==> config.mk <==
export PLATFORM = sky130hd
export DESIGN_NAME = rfet_timers
export DESIGN_NICKNAME = d
export VERILOG_FILES = /design/src/verilog/rfet_pkg.sv /design/src/verilog/rfet_step_timer.sv /design/src/verilog/rfet_timers.sv
export VERILOG_INCLUDE_DIRS = /design/src /design/src/verilog
export SDC_FILE = /design/constraint.sdc
export NUM_CORES = 1
export LEC_CHECK = 0
export BUFFER_PORTS_ARGS = -buffer_cell sky130_fd_sc_hd__clkbuf_2
export CAP_MARGIN = 30
export CORE_MARGIN = 8
export CORE_UTILIZATION = 54
export CTS_CLUSTER_SIZE = 24
export DETAILED_ROUTE_END_ITERATION = 10
export GPL_TIMING_DRIVEN = 0
export PLACE_DENSITY = 0.74
export SYNTH_ARGS = -nofsm -noshare
export SYNTH_HDL_FRONTEND = slang
export SYNTH_HIERARCHICAL = 1
export SYNTH_SLANG_ARGS = --single-unit
==> constraint.sdc <==
create_clock -name CORE_CLK -period 2.7 [get_ports CORE_CLK]
set_clock_uncertainty 0.2 [all_clocks]
set_input_delay 0.54 -clock CORE_CLK [delete_from_list [all_inputs] [get_ports CORE_CLK]]
set_output_delay 0.54 -clock CORE_CLK [all_outputs]
set_load 0.005 [all_outputs]
==> src/verilog/rfet_map.svh <==
`ifndef RFET_MAP_SVH
`define RFET_MAP_SVH

// Register addresses
`define RFET_ADDR_NRT_HI 8'h0f
`define RFET_ADDR_NRT_LO 8'h10
`define RFET_ADDR_CTRL 8'h11
`define RFET_ADDR_GPT_HI 8'h12
`define RFET_ADDR_GPT_LO 8'h13
`define RFET_ADDR_MASK 8'h15
`define RFET_ADDR_MAIN_IRQ 8'h17

// Timer control field positions
`define RFET_CTRL_STEP 0
`define RFET_CTRL_EMV 1
`define RFET_CTRL_TRIG_HI 7
`define RFET_CTRL_TRIG_LO 5

// Mask and main interrupt bit positions
`define RFET_MASK_NRE 6
`define RFET_MASK_GPE 5
`define RFET_MAIN_TIM 1

// Reset values
`define RFET_RST_NRT 8'h00
`define RFET_RST_CTRL 8'h00
`define RFET_RST_GPT 8'h00
`define RFET_RST_MASK 8'h00

// Step sizes in carrier periods
`define RFET_NRT_STEP_FINE 64
`define RFET_NRT_STEP_COARSE 4096
`define RFET_GPT_STEP 8

// Trigger select codes
`define RFET_TRIG_CMD 3'h0
`define RFET_TRIG_RX_END 3'h1
`define RFET_TRIG_RX_START 3'h2
`define RFET_TRIG_TX_END_NFC 3'h3

`endif

==> src/verilog/rfet_pkg.sv <==
package rfet_pkg;
  typedef logic [15:0] rfet_count_t;
  typedef enum logic [1:0] {
    ARM_IDLE,
    ARM_WAIT_FIELD
  } rfet_arm_e;
endpackage

==> src/verilog/rfet_step_timer.sv <==
module rfet_step_timer (
  input wire logic clk,
  input wire logic rst_n,
  input wire logic clr,
  input wire logic start,
  input wire logic stop,
  input wire logic tick,
  input wire rfet_pkg::rfet_count_t load,
  output logic running_q,
  output logic expire_q
);

  rfet_pkg::rfet_count_t count_q;

  // A zero load never arms the timer
  always_ff @(posedge clk) begin
    if (!rst_n || clr) begin
      count_q <= 16'h0000;
      running_q <= 1'b0;
    end else if (start && load != 16'h0000) begin
      count_q <= load;
      running_q <= 1'b1;
    end else if (stop) begin
      running_q <= 1'b0;
    end else if (running_q && tick) begin
      count_q <= count_q - 16'h0001;
      if (count_q == 16'h0001) begin
        running_q <= 1'b0;
      end
    end
  end

  always_ff @(posedge clk) begin
    if (!rst_n || clr) begin
      expire_q <= 1'b0;
    end else begin
      expire_q <= running_q && tick && !stop && !start && count_q == 16'h0001;
    end
  end
endmodule // rfet_step_timer

==> src/verilog/rfet_timers.sv <==
`include "rfet_map.svh"

module rfet_timers (
  input wire logic CORE_CLK,
  input wire logic RST_N,
  input wire logic FC_EN,
  input wire logic REG_WE,
  input wire logic REG_RE,
  input wire logic [7:0] REG_ADDR,
  input wire logic [7:0] REG_WDATA,
  output logic [7:0] REG_RDATA,
  input wire logic CMD_SET_DEFAULT,
  input wire logic CMD_START_NRT,
  input wire logic CMD_START_GPT,
  input wire logic NFC_MODE,
  input wire logic ACTIVE_P2P,
  input wire logic EXT_FIELD,
  input wire logic TX_END,
  input wire logic TX_OFF,
  input wire logic RX_START,
  input wire logic RX_END,
  output logic NRT_EXPIRED,
  output logic GPT_EXPIRED,
  output logic FIELD_OFF,
  output logic NRT_RUNNING,
  output logic GPT_RUNNING,
  output logic TIMER_IRQ
);

  logic [7:0] nrt_hi_q, nrt_lo_q, ctrl_q, gpt_hi_q, gpt_lo_q, mask_q;
  logic [2:0] field_sync_q, gpt_pre_q, trig;
  logic [11:0] nrt_pre_q;
  rfet_pkg::rfet_arm_e arm_q;
  logic field_on_q, field_trig_q, ev_nre_q, ev_gpe_q, tim_summary, status_read;
  logic nrt_expire, gpt_expire, nrt_start, nrt_stop, gpt_start, nrt_tick, gpt_tick, nrt_zero;
  rfet_pkg::rfet_count_t nrt_val, gpt_val;

  assign nrt_val = {nrt_hi_q, nrt_lo_q};
  assign gpt_val = {gpt_hi_q, gpt_lo_q};
  assign nrt_zero = nrt_val == 16'h0000;
  assign trig = ctrl_q[`RFET_CTRL_TRIG_HI:`RFET_CTRL_TRIG_LO];
  assign status_read = REG_RE && REG_ADDR == `RFET_ADDR_MAIN_IRQ;

  // Register file; set-default restores the same values as reset
  always_ff @(posedge CORE_CLK) begin
    if (!RST_N || CMD_SET_DEFAULT) begin
      nrt_hi_q <= `RFET_RST_NRT;
      nrt_lo_q <= `RFET_RST_NRT;
      ctrl_q <= `RFET_RST_CTRL;
      gpt_hi_q <= `RFET_RST_GPT;
      gpt_lo_q <= `RFET_RST_GPT;
      mask_q <= `RFET_RST_MASK;
    end else if (REG_WE) begin
      if (REG_ADDR == `RFET_ADDR_NRT_HI) begin
        nrt_hi_q <= REG_WDATA;
      end else if (REG_ADDR == `RFET_ADDR_NRT_LO) begin
        nrt_lo_q <= REG_WDATA;
      end else if (REG_ADDR == `RFET_ADDR_CTRL) begin
        // Bits 4..2 are unused and stay zero
        ctrl_q <= REG_WDATA & 8'he3;
      end else if (REG_ADDR == `RFET_ADDR_GPT_HI) begin
        gpt_hi_q <= REG_WDATA;
      end else if (REG_ADDR == `RFET_ADDR_GPT_LO) begin
        gpt_lo_q <= REG_WDATA;
      end else if (REG_ADDR == `RFET_ADDR_MASK) begin
        mask_q <= REG_WDATA & 8'h60;
      end
    end
  end

  // Read data is registered: valid the cycle after REG_RE
  always_ff @(posedge CORE_CLK) begin
    if (!RST_N) begin
      REG_RDATA <= 8'h00;
    end else if (REG_RE) begin
      if (REG_ADDR == `RFET_ADDR_NRT_HI) begin
        REG_RDATA <= nrt_hi_q;
      end else if (REG_ADDR == `RFET_ADDR_NRT_LO) begin
        REG_RDATA <= nrt_lo_q;
      end else if (REG_ADDR == `RFET_ADDR_CTRL) begin
        REG_RDATA <= ctrl_q;
      end else if (REG_ADDR == `RFET_ADDR_GPT_HI) begin
        REG_RDATA <= gpt_hi_q;
      end else if (REG_ADDR == `RFET_ADDR_GPT_LO) begin
        REG_RDATA <= gpt_lo_q;
      end else if (REG_ADDR == `RFET_ADDR_MASK) begin
        REG_RDATA <= mask_q;
      end else if (REG_ADDR == `RFET_ADDR_MAIN_IRQ) begin
        REG_RDATA <= {6'h00, tim_summary, 1'b0};
      end else begin
        REG_RDATA <= 8'h00;
      end
    end
  end

  // Field detector is analog: three stages, accept when last two agree
  always_ff @(posedge CORE_CLK) begin
    if (!RST_N) begin
      field_sync_q <= 3'h0;
    end else begin
      field_sync_q <= {field_sync_q[1:0], EXT_FIELD};
    end
  end

  always_ff @(posedge CORE_CLK) begin
    if (!RST_N) begin
      field_on_q <= 1'b0;
    end else if (field_sync_q[1] == field_sync_q[2]) begin
      field_on_q <= field_sync_q[2];
    end
  end

  // Response timer start sources; active peer mode takes precedence over NFC
  always_comb begin
    nrt_start = 1'b0;
    if (!nrt_zero) begin
      if (CMD_START_NRT) begin
        nrt_start = 1'b1;
      end else if (ACTIVE_P2P) begin
        nrt_start = TX_OFF;
      end else if (NFC_MODE) begin
        nrt_start = (TX_END || arm_q == rfet_pkg::ARM_WAIT_FIELD) && field_on_q;
      end else begin
        nrt_start = TX_END;
      end
    end
  end

  // In EMV mode a reply does not cancel the timer; expiry is still reported
  assign nrt_stop = RX_START && !ctrl_q[`RFET_CTRL_EMV] && !nrt_start;

  always_ff @(posedge CORE_CLK) begin
    if (!RST_N || CMD_SET_DEFAULT) begin
      arm_q <= rfet_pkg::ARM_IDLE;
    end else begin
      case (arm_q)
        rfet_pkg::ARM_IDLE: begin
          if (TX_END && NFC_MODE && !ACTIVE_P2P && !field_on_q && !nrt_zero) begin
            arm_q <= rfet_pkg::ARM_WAIT_FIELD;
          end
        end
        rfet_pkg::ARM_WAIT_FIELD: begin
          if (nrt_start || !NFC_MODE || CMD_START_NRT || nrt_zero) begin
            arm_q <= rfet_pkg::ARM_IDLE;
          end
        end
        default: begin
          arm_q <= rfet_pkg::ARM_IDLE;
        end
      endcase
    end
  end

  // Prescalers restart with their timer so the first unit is whole
  always_ff @(posedge CORE_CLK) begin
    if (!RST_N || nrt_start) begin
      nrt_pre_q <= 12'h000;
    end else if (FC_EN) begin
      nrt_pre_q <= nrt_pre_q + 12'h001;
    end
  end

  always_ff @(posedge CORE_CLK) begin
    if (!RST_N || gpt_start) begin
      gpt_pre_q <= 3'h0;
    end else if (FC_EN) begin
      gpt_pre_q <= gpt_pre_q + 3'h1;
    end
  end

  assign nrt_tick = FC_EN && (ctrl_q[`RFET_CTRL_STEP] ?
    nrt_pre_q == 12'(`RFET_NRT_STEP_COARSE - 1) :
    nrt_pre_q[5:0] == 6'(`RFET_NRT_STEP_FINE - 1));
  assign gpt_tick = FC_EN && gpt_pre_q == 3'(`RFET_GPT_STEP - 1);

  // Unused trigger codes fall through to command-only start
  always_comb begin
    gpt_start = CMD_START_GPT;
    if (trig == `RFET_TRIG_RX_END) begin
      gpt_start = CMD_START_GPT || RX_END;
    end else if (trig == `RFET_TRIG_RX_START) begin
      gpt_start = CMD_START_GPT || RX_START;
    end else if (trig == `RFET_TRIG_TX_END_NFC) begin
      gpt_start = CMD_START_GPT || (TX_END && NFC_MODE);
    end
  end

  // Remember whether the running general timer owns the field switch-off
  always_ff @(posedge CORE_CLK) begin
    if (!RST_N || CMD_SET_DEFAULT) begin
      field_trig_q <= 1'b0;
    end else if (gpt_start) begin
      field_trig_q <= trig == `RFET_TRIG_TX_END_NFC && TX_END && NFC_MODE;
    end
  end

  rfet_step_timer u_nrt (
    .clk(CORE_CLK),
    .rst_n(RST_N),
    .clr(CMD_SET_DEFAULT),
    .start(nrt_start),
    .stop(nrt_stop),
    .tick(nrt_tick),
    .load(nrt_val),
    .running_q(NRT_RUNNING),
    .expire_q(nrt_expire)
  );

  rfet_step_timer u_gpt (
    .clk(CORE_CLK),
    .rst_n(RST_N),
    .clr(CMD_SET_DEFAULT),
    .start(gpt_start),
    .stop(1'b0),
    .tick(gpt_tick),
    .load(gpt_val),
    .running_q(GPT_RUNNING),
    .expire_q(gpt_expire)
  );

  assign NRT_EXPIRED = nrt_expire;
  assign GPT_EXPIRED = gpt_expire;

  always_ff @(posedge CORE_CLK) begin
    if (!RST_N) begin
      FIELD_OFF <= 1'b0;
    end else begin
      FIELD_OFF <= gpt_expire && field_trig_q;
    end
  end

  // Sticky events; a new event in the clearing read cycle survives
  always_ff @(posedge CORE_CLK) begin
    if (!RST_N || CMD_SET_DEFAULT) begin
      ev_nre_q <= 1'b0;
      ev_gpe_q <= 1'b0;
    end else begin
      ev_nre_q <= nrt_expire || (ev_nre_q && !status_read);
      ev_gpe_q <= gpt_expire || (ev_gpe_q && !status_read);
    end
  end

  assign tim_summary = (ev_nre_q && !mask_q[`RFET_MASK_NRE]) ||
    (ev_gpe_q && !mask_q[`RFET_MASK_GPE]);

  always_ff @(posedge CORE_CLK) begin
    if (!RST_N) begin
      TIMER_IRQ <= 1'b0;
    end else begin
      TIMER_IRQ <= tim_summary;
    end
  end
endmodule // rfet_timers

; Yosys cells after proc, flatten, opt, wreduce, memory -nomap -nowiden
; Cells that the tools add are included.
; Widths: inputs -> output; s select.
[word_totals]
elab_cells = 152
ff_bits = 109
input_bits = 31
[op_classes]
eq_ne = 20
muxes = 30
bitwise_logic = 5
n_reduce_logical = 70
add_sub_neg = 4
[ops]
columns = cell, count
row1 = $mux 16, 5
row2 = $eq 8x5->1 const B, 6
row3 = $mux 8, 5
row4 = $eq 16x1->1 const B, 2
row5 = $reduce_bool 16->1, 2
row6 = $sub 16x1->16 const B, 2
row7 = $logic_and 1x1->1, 26
row8 = $logic_not 16->1, 1
row9 = $mux 1, 15
row10 = $logic_or 1x1->1, 13
row11 = $add 12x1->12 const B, 1
row12 = $eq 12x12->1 const B, 1
row13 = $logic_not 1->1, 12
row14 = $reduce_and 2->1, 5
row15 = $eq 8x4->1 const B, 1
row16 = $mux 7, 1
row17 = $reduce_and 7->1, 1
row18 = $eq 3x2->1 const B, 2
row19 = $eq 6x6->1 const B, 1
row20 = $mux 2, 3
row21 = $reduce_and 6->1, 1
row22 = $reduce_bool 2->1, 3
row23 = $reduce_bool 3->1, 2
row24 = $not 1->1, 5
row25 = 12 further kinds, 13

; Depth between registers and ports, before layout
; Gate-level depths: netlist of run 1.
[logic_depth]
word_depth = 13
ltp_mapped = 10
depth_no_buf = 9

; By module
; Netlist of run 1, hierarchy kept.
[by_module_without_submodules]
columns = module, instances, cells_per_inst, area_per_inst_um2, seq_area_each_um2
row1 = rfet_timers, 1, 356, 3271.9, 1441.4
row2 = rfet_step_timer, 2, 117, 1051.0, 360.3

; Worst setup path after synthesis of run 1
; Ideal clock, no wire load.
[synth_timing]
path_type = input to register
from = input FC_EN
to = register u_nrt.count_q[13]
t_arrival_ps = 2523
required_time_ps = 2426
slack_ps = -97
path_stages = 9
setup_time_ps = 74
path_cell_list = buf_2 -> and3_1 -> nand4_1 -> a22oi_1 -> and3b_1 -> clkbuf_1 -> nand4_1 -> or4_1 -> a31oi_1
[synth_between]
elab_chain_len = 4
[synth_rtl]
columns = item, line_no
row1 = start: declaration, rfet_timers.sv:6  ; input wire logic FC_EN,
row2 = $logic_and 1x1->1, rfet_timers.sv:171  ; assign nrt_tick = FC_EN && (ctrl_q[`RFET_CTRL_STEP] ?
row3 = via nrt_tick, rfet_timers.sv:35  ; logic nrt_expire, gpt_expire, nrt_start, nrt_stop, gpt_start, nrt_tick, gpt_tick, nrt_zero;
row4 = $logic_and 1x1->1, rfet_step_timer.sv:25  ; end else if (running_q && tick) begin
row5 = $reduce_bool 2->1 (no source line), -
row6 = $reduce_and 2->1 (no source line), -
row7 = end signal: assignment, rfet_step_timer.sv:21  ; count_q <= load;
row8 = end signal: assignment, rfet_step_timer.sv:26  ; count_q <= count_q - 16'h0001;
row9 = end: declaration, rfet_step_timer.sv:13  ; rfet_pkg::rfet_count_t count_q;
; The timed path passes the listed nets, and every way through them passes these cells.
; A chain may end at the register's enable or synchronous reset.

; Worst setup path after layout of run 1
[layout_timing]
from = register nrt_lo_q[7]
to = register u_nrt.count_q[11]
[layout_between]
elab_chain_len = 6
elab_cells_between_ends = 10
classes_between = 1 x eq/ne / 2 x mux / 7 x reduce/logical
[layout_rtl]
columns = item, line_no
row1 = start: declaration, rfet_timers.sv:30  ; logic [7:0] nrt_hi_q, nrt_lo_q, ctrl_q, gpt_hi_q, gpt_lo_q, mask_q;
row2 = start signal: assignment, rfet_timers.sv:48  ; nrt_lo_q <= `RFET_RST_NRT;
row3 = $logic_not 16->1, rfet_timers.sv:40  ; assign nrt_zero = nrt_val == 16'h0000;
row4 = $mux 1, rfet_timers.sv:116  ; if (!nrt_zero) begin
row5 = via nrt_start, rfet_timers.sv:35
row6 = $logic_not 1->1, rfet_timers.sv:130  ; assign nrt_stop = RX_START && !ctrl_q[`RFET_CTRL_EMV] && !nrt_start;
row7 = $logic_and 1x1->1, rfet_timers.sv:130
row8 = via nrt_stop, rfet_timers.sv:35
row9 = $ne 2x2->1 (no source line), -
row10 = $reduce_and 2->1 (no source line), -
; The timed path passes the listed nets, and every way through them passes these cells.

==> key figures, run 1 <==
Status
  – Outcome: complete, no violations

Placed design
  – Dpl hpwl: ~11000 µm
  – Pre-CTS setup slack: -0.392 ns
  – Final GP Congestion: 0.937
  – IO buf count: 40
  – Dpl cells: ~770

Routing
  – DR WL/cell: between 15 and 20 µm
  – Pre-Repair DR Iteration Count: 5
  – Vias/cell: ~6.0
  – Vias: approximately 4700
  – ANT nets after route: 0
  – DRC violations left: 0
  – Wirelength, routed: about 14000 µm
  – First DRT Iteration DRCs: about 340

Floorplanning
  – Chip Height: about 120 µm
  – Initial core utilization: between 50% and 60%
  – Ports: 45
  – Core area: 9730 µm²
  – Rows: 36
  – Die Width: ~120 µm
  – Full die area: 13400 µm²

Global route
  – Largest net degree at the start of global routing: 19
  – Gr ovfl total: 0
  – Total track usage: 21.9%
  – First-pass GRT wire length: ~23000 µm
  – Antenna violations before repair: 0
  – Number of global-route vias before repair: about 4600

Timing
  – Slew headroom: between 40 and 50%
  – Slew Limit Fails: 0
  – Final Hold Fails: 0
  – Fin crit share: 96.4%
  – Unrepaired setup endpoints after global routing: no
  – PnR worst setup slack: slightly below 0.1 ns
  – Finish-stage setup viols: 0
  – Crit path time final: ~2.6 ns
  – Least-Margin Pin Slew: between 0.7 and 0.8 ns
  – Setup tns final: 0 ns
  – Max Fclk: roughly 380 MHz
  – Hold slack: 0.161 ns

Clocking
  – CTS tree: built
  – CTS sink count: 108
  – CTS buffer count: 9
  – CTS clk-pin slew, worst paths: 0.11 ns
  – Clock Path Buffers: 2
  – Clock Tree Root: clkbuf_8
  – CTS H-tree depth: 3
  – Hold Buf Count CTS: 0
  – Clock Latency Late Sink: about 0.39 ns

Yosys
  – Simple-gate share of the synthesized area: ~25%
  – Synth top area cells: dfxtp_1 40%, mux2i_1 7.5%, nor2_1 5.0%, o21ai_0 4.2%, a21oi_1 3.8%
  – Synth warnings: 6
  – Adder and majority gate portion of the synthesized area: ~1.6%
  – Post-synth top area share: 40.2%
  – Flops & latches, synth: about 110
  – Synth Area in XOR/XNOR: under 10%
  – Post-synth ARST share: 0%
  – Avg Cell Area, Syn: slightly above 9 µm²
  – Top FF cell, synth: dfxtp_1
  – Largest family of logic cells by synthesized area: simple AND/OR/NAND/NOR gates
  – Synth Cell Area: ~5400 µm²
  – Number of synthesized flops with an enable pin: 0
  – Dominant cell type by area after synthesis: dfxtp_1
  – Synth Area in Compound Gates: roughly 15%
  – Sequential fraction of the synthesis area: between 40 and 50%
  – Multiplexer area fraction after synthesis: about 8.3%
  – Count of different cell masters after synthesis: 55
  – Post-synthesis cell count: 590

Critical path
  – Slowest CP cell: dfxtp_1
  – Max stage delay on crit path: around 0.4 ns
  – CP Max Fanout: 8
  – Nature of the critical path startpoint: flip-flop
  – CP arrival: between 2 and 3 ns
  – Crit-path cells: nor4_2 -> nand4_1 -> nand2_1 -> inv_2 -> nor3b_2 -> and3b_1 -> buf_6 -> nand4_1 -> buf_4 -> buf_4 -> xor2_1 -> a21oi_1
  – Required @ worst endpoint: approximately 2.8 ns
  – Worst Setup End Kind: flip-flop
  – Kind of critical path: reg -> reg
  – R2r setup slk: 0.1 ns

Cells and area
  – Register area: approximately 2200 µm²
  – Ant diodes: 0
  – Non-filler instance count after layout: 793
  – Commonest non-fill, non-tap cells in the layout: 100 x dfxtp_1, 72 x nor2_1, 45 x o21ai_0
  – Layout cells sized above 1: approximately a fifth
  – # nets final: 693
  – Area of the multi-input gates: 3040 µm²
  – Fill count: just under 900
  – Area growth syn-to-layout: 13.8%
  – Most common cell after layout, fill and taps aside: dfxtp_1

Flow run
  – Max Cap Viol: 0

Pwr
  – Peak VDD IR: 473 µV
  – Pwr Density: between 400 and 500 nW/µm²
  – Leak: 2.34 nW

Min path
  – Hold WC Path Type: in -> reg
where the power goes:
| part | internal [mW] | switching, mW | total, mW | leakage, nW |
|---|---|---|---|---|
| sequential | 1.60 | 0.00657 | 1.61 | 0.876 |
| clock | 0.529 | 0.579 | 1.11 | 0.110 |
| combinational | 0.0605 | 0.112 | 0.172 | 1.35 |
state kept, by name, indices dropped and copies added, names as in the netlist:
signal / cells
FIELD_OFF: 1
u_nrt/count_q: 16
TIMER_IRQ: 1
arm_q: 1
nrt_pre_q: 12
ev_gpe_q: 1
ev_nre_q: 1
gpt_pre_q: 3
nrt_lo_q: 8
u_gpt/count_q: 16
u_nrt/running_q: 1
nrt_hi_q: 8
gpt_hi_q: 8
field_sync_q: 3
u_nrt/expire_q: 1
u_gpt/expire_q: 1
mask_q: 2
ctrl_q: 5
u_gpt/running_q: 1
field_trig_q: 1
REG_RDATA: 8
field_on_q: 1
gpt_lo_q: 8
synthesized netlist by cell type (7+ instances only):
| cell | n |
|---|---|
| dfxtp_1 | 108 |
| nor2_1 | 72 |
| o21ai_0 | 45 |
| a21oi_1 | 41 |
| mux2i_1 | 40 |
| nand2_1 | 33 |
| xor2_1 | 21 |
| nand4_1 | 17 |
| xnor2_1 | 15 |
| clkbuf_1 | 13 |
| nand3_1 | 12 |
| nor4_1 | 12 |
| or4_1 | 12 |
| inv_1 | 11 |
| nand4b_1 | 11 |
| nor3_1 | 10 |
| nor2b_1 | 8 |
| and2_1 | 7 |
| ha_1 | 7 |
critical path: cells and delay by family, from the launching register on:
kind                      cells  cell delay (ns)
xor gates and xnor gates      1             0.14
buffers and inverters         4             0.46
and+or+nand+nor               6             1.22
DFF                           1             0.40
AOI/OAI and AO/OA             1             0.08
logic make-up (layout without fill, tap and decap cells):
group	after synthesis	after routing
and+or+nand+nor	231	231
AOI/OAI and AO/OA	124	124
DFF	108	108
muxes	42	42
buffers and inverters	41	108
xor gates and xnor gates	36	36
adders and majority gates	7	7
other	1	4
routing by layer:
| layer | wire length, µm | GRT usage, % | part of all wire [%] | vias up |
|---|---|---|---|---|
| met4 | 140 | 6.14 | 0.99 | 0 |
| met3 | 1040 | 6.31 | 7.4 | 11 |
| met1 | 6440 | 28.2 | 45 | 2299 |
| met5 | 0 | 0 | 0 | - |
| li1 | - | - | - | 2264 |
| met2 | 6560 | 34.9 | 46 | 149 |
stage by stage:
step	instance area [µm²]	power [mW]	utilization, %
after floorplan	5390	1.74	-
after global placement	5750	1.81	59.1
after detailed placement	5750	1.81	59.1
after CTS	6010	2.91	61.8
after global routing	6110	2.99	62.8
final	6110	2.89	62.8
path summary, 6_finish.rpt:
check	startpoint	end	cells past startpoint
worst max-delay path	nrt_lo_q[7]$_SDFFE_PP0P_	u_nrt/count_q[11]$_SDFFE_PP0P_	12
worst min-delay path	EXT_FIELD	field_sync_q[0]$_SDFF_PN0_	2
worst max register to register	nrt_lo_q[7]$_SDFFE_PP0P_	u_nrt/count_q[11]$_SDFFE_PP0P_	12
worst min register to register	field_sync_q[0]$_SDFF_PN0_	field_sync_q[1]$_SDFF_PN0_	1
area by class of cell:
type / instances / share of cell area (%)
clock inverter: 7 / 1.62
timing repair buffer: 51 / 4.63
clock buffer: 9 / 2.03
tap: 133 / 2.72
buffer: 30 / 3.01
sequential: 108 / 35.6
multi-input combinational: 444 / 49.8
inverter: 11 / 0.675
what timing repair did:
action	in CTS	in global routing
buffers inserted	3	8
resized for setup	2	19
hold endpoints to repair	0	0
endpoints found under the setup margin	3	13
pin swaps	1	12
Note: power is estimated with default switching activity, not from simulation.
==> run 2: changes to the inputs <==
--- a/config.mk
+++ b/config.mk
@@ -9,11 +9,12 @@
 export BUFFER_PORTS_ARGS = -buffer_cell sky130_fd_sc_hd__clkbuf_2
 export CAP_MARGIN = 30
 export CORE_MARGIN = 8
-export CORE_UTILIZATION = 54
+export CORE_UTILIZATION = 60
 export CTS_CLUSTER_SIZE = 24
 export DETAILED_ROUTE_END_ITERATION = 10
 export GPL_TIMING_DRIVEN = 0
-export PLACE_DENSITY = 0.74
+export MAX_ROUTING_LAYER = met4
+export PLACE_DENSITY = 0.78
 export SYNTH_ARGS = -nofsm -noshare
 export SYNTH_HDL_FRONTEND = slang
 export SYNTH_HIERARCHICAL = 1
==> constraint.sdc (replaced) <==
create_clock -name CORE_CLK -period 2.67 [get_ports CORE_CLK]
set_clock_uncertainty 0.2 [all_clocks]
set_input_delay 0.534 -clock CORE_CLK [delete_from_list [all_inputs] [get_ports CORE_CLK]]
set_output_delay 0.534 -clock CORE_CLK [all_outputs]
set_load 0.005 [all_outputs]
==> run 2 against run 1 <==
  * Sequential power about the same
  * Via count decreased by 1.8%
  * Total power decreased by 6.6%
  * Setup slack improved by 0.053 ns
  * Critical endpoint is now u_nrt/count_q[13]$_SDFFE_PP0P_
  * Largest cell class unchanged
  * Largest power group unchanged
==> key figures, run 2 (same netlist as run 1, synthesis figures left out) <==
Timing
  – Fin crit share: 94.3% (-2.0 points)
  – Slew Limit Fails: 0 (unchanged)
  – Crit path time final: 2.52 ns (-0.0834 ns)
  – Setup tns final: 0 ns (unchanged)
  – Slew headroom: 51.4% (+1.5 points)
  – Max Fclk: 397 MHz (+3.3%)
  – Finish-stage setup viols: 0 (unchanged)
  – Final Hold Fails: 0 (unchanged)
  – Least-Margin Pin Slew: 0.722 ns (-0.0223 ns)

Cells and area
  – Most common cell after layout, fill and taps aside: dfxtp_1
  – Layout cells sized above 1: 17.9% (-1.4 points)
  – Final instance area: 5980 µm² (-2.2%)
  – Area growth syn-to-layout: 11.2%
  – # nets final: 688 (-0.72%)
  – Largest regs: u_gpt/count_q: 16 flops, u_nrt/count_q: 16 flops, nrt_pre_q: 12 flops
  – Commonest non-fill, non-tap cells in the layout: 103 x dfxtp_1, 72 x nor2_1, 45 x o21ai_0
  – Ant diodes: 0 (unchanged)

Global route
  – Antenna violations before repair: 0 (unchanged)
  – Number of global-route vias before repair: 4378 (-4.5%)
  – Total track usage: 21.8% (-0.095 points)
  – Gr ovfl total: 0 (unchanged)
  – Largest net degree at the start of global routing: 18 (-1)
  – First-pass GRT wire length: 21800 µm (-4.9%)

Critical path
  – CP arrival: 2.62 ns (-0.07 ns)
  – Crit-path cells: ha_2 -> and3_4 -> nand4_1 -> a22oi_2 -> and3b_1 -> buf_4 -> nand4_1 -> or4_1 -> a31oi_1
  – R2r setup slk: 0.15 ns (+0.05 ns)
  – Worst Setup End Kind: flip-flop
  – Max stage delay on crit path: 0.50 ns (+0.10 ns)
  – Slowest CP cell: or4_1
  – Reg2reg end: u_nrt/count_q[13]$_SDFFE_PP0P_
  – RR Startpoint: nrt_pre_q[1]$_SDFFE_PP0P_
  – Crit path top cell by count: nand4_1
  – Kind of critical path: reg -> reg
  – Nature of the critical path startpoint: flip-flop
  – CP Max Fanout: 8 (unchanged)
  – Worst setup startpoint: nrt_pre_q[1]$_SDFFE_PP0P_
  – Required @ worst endpoint: 2.77 ns (about the same)
  – CP endpoint: u_nrt/count_q[13]$_SDFFE_PP0P_
  – Reg2Reg Depth: 9 (-3)

Min path
  – Hold WC Path Type: in -> reg
  – HP Start: EXT_FIELD

Pwr
  – Peak VDD IR: 282 µV (-40%)
  – Pwr Density: 452 nW/µm² (-4.4%)
  – Leak: 2.29 nW (-2.2%)
  – Final Power: 2.70 mW (-6.6%)

Clocking
  – CTS H-tree depth: 3 (unchanged)
  – Clock Tree Root: clkbuf_8
  – CTS buffer count: 9 (unchanged)
  – CTS tree: built
  – CTS sink count: 108 (unchanged)
  – Clock Latency Late Sink: 0.37 ns (-0.02 ns)
  – CTS clk-pin slew, worst paths: 0.10 ns (about the same)
  – Clock Path Buffers: 2 (unchanged)

Placed design
  – Final GP Congestion: 0.877 (-6.3%)
  – IO buf count: 40 (unchanged)
  – DP Area: 5730 µm² (-0.46%)
  – Dpl hpwl: 10000 µm (-5.0%)

Flow run
  – Max Cap Viol: 0 (unchanged)

Routing
  – DR WL/cell: 17.4 µm (-2.7%)
  – Wirelength, routed: 13300 µm (-6.4%)
  – Pre-Repair DR Iteration Count: 5 (unchanged)
  – ANT nets after route: 0 (unchanged)
  – DRC violations left: 0 (unchanged)
  – Vias: 4640 (-1.8%)
  – Vias/cell: 6.08 (+2.1%)
  – First DRT Iteration DRCs: 294 (-12%)

Floorplanning
  – Core area: 8720 µm² (-10%)
  – Chip Height: 111 µm (-4.4%)
  – Ports: 45 (unchanged)
  – Full die area: 12200 µm² (-8.7%)
  – Rows: 34 (-5.6%)
  – Die Width: 111 µm (-4.4%)
  – Initial core utilization: 61.6% (+6.4 points)

Status
  – Outcome: complete, no violations
run 2: what timing repair did:
item | CTS | global route
pin swaps | 0 | 5
setup endpoints to repair | 1 | 14
buffers inserted | 1 | 6
gates resized for setup | 0 | 15
hold buffers | 0 | 0
run 2: final cells by class:
type	instances	area (µm²)
clock inverter	6	40.0
timing repair buffer	47	253
multi-input combinational	444	3040
buffer	29	176
fill	717	2740
sequential	108	2170
inverter	11	41.3
tap	108	135
clock buffer	10	128
run 2: worst min path at each step:
stage | endpoint | slack, ns | cells after the start
floorplan | field_sync_q[1]$_SDFF_PN0_ | 0.21 | 1
global placement | field_sync_q[1]$_SDFF_PN0_ | 0.22 | 1
detailed placement | field_sync_q[1]$_SDFF_PN0_ | 0.23 | 1
CTS | field_sync_q[0]$_SDFF_PN0_ | 0.16 | 2
global route | field_sync_q[0]$_SDFF_PN0_ | 0.15 | 2
finish | field_sync_q[0]$_SDFF_PN0_ | 0.17 | 2
run 2: critical path, delay by kind of cell, from the launching register on:
family	cells	cell delay [ns]
adder cells (fa/ha/maj)	1	0.19
flip-flops	1	0.35
AO/OA/AOI/OAI	2	0.39
AND/OR/NAND/NOR	5	1.17
buffers and inverters	1	0.16
run 2: metrics by stage:
step	hold slack [ns]	worst slack, ns	cells	utilization, %
3_3_place_gp	0.220	-0.221	741	65.7
5_1_grt	0.154	-0.00717	763	68.5
4_1_cts	0.157	0.00595	758	67.7
2_1_floorplan	0.212	0.0434	593	-
3_5_place_dp	0.229	-0.293	741	65.7
6_report	0.169	0.151	763	68.5
run 2: layer usage:
layer	part of all wire, %	up-vias	global-route usage [%]	wire length, µm
met5	0	-	-	0
met4	1.1	0	5.95	142
met3	6.1	11	4.55	804
met2	47	146	34.0	6280
met1	46	2223	27.9	6050
li1	-	2260	-	-
run 2: power breakdown:
| group | switching (mW) | total, mW | internal [mW] |
|---|---|---|---|
| clock | 0.559 | 0.900 | 0.341 |
| combinational | 0.110 | 0.173 | 0.0623 |
| sequential | 0.00621 | 1.63 | 1.62 |
| total | 0.676 | 2.70 | 2.02 |
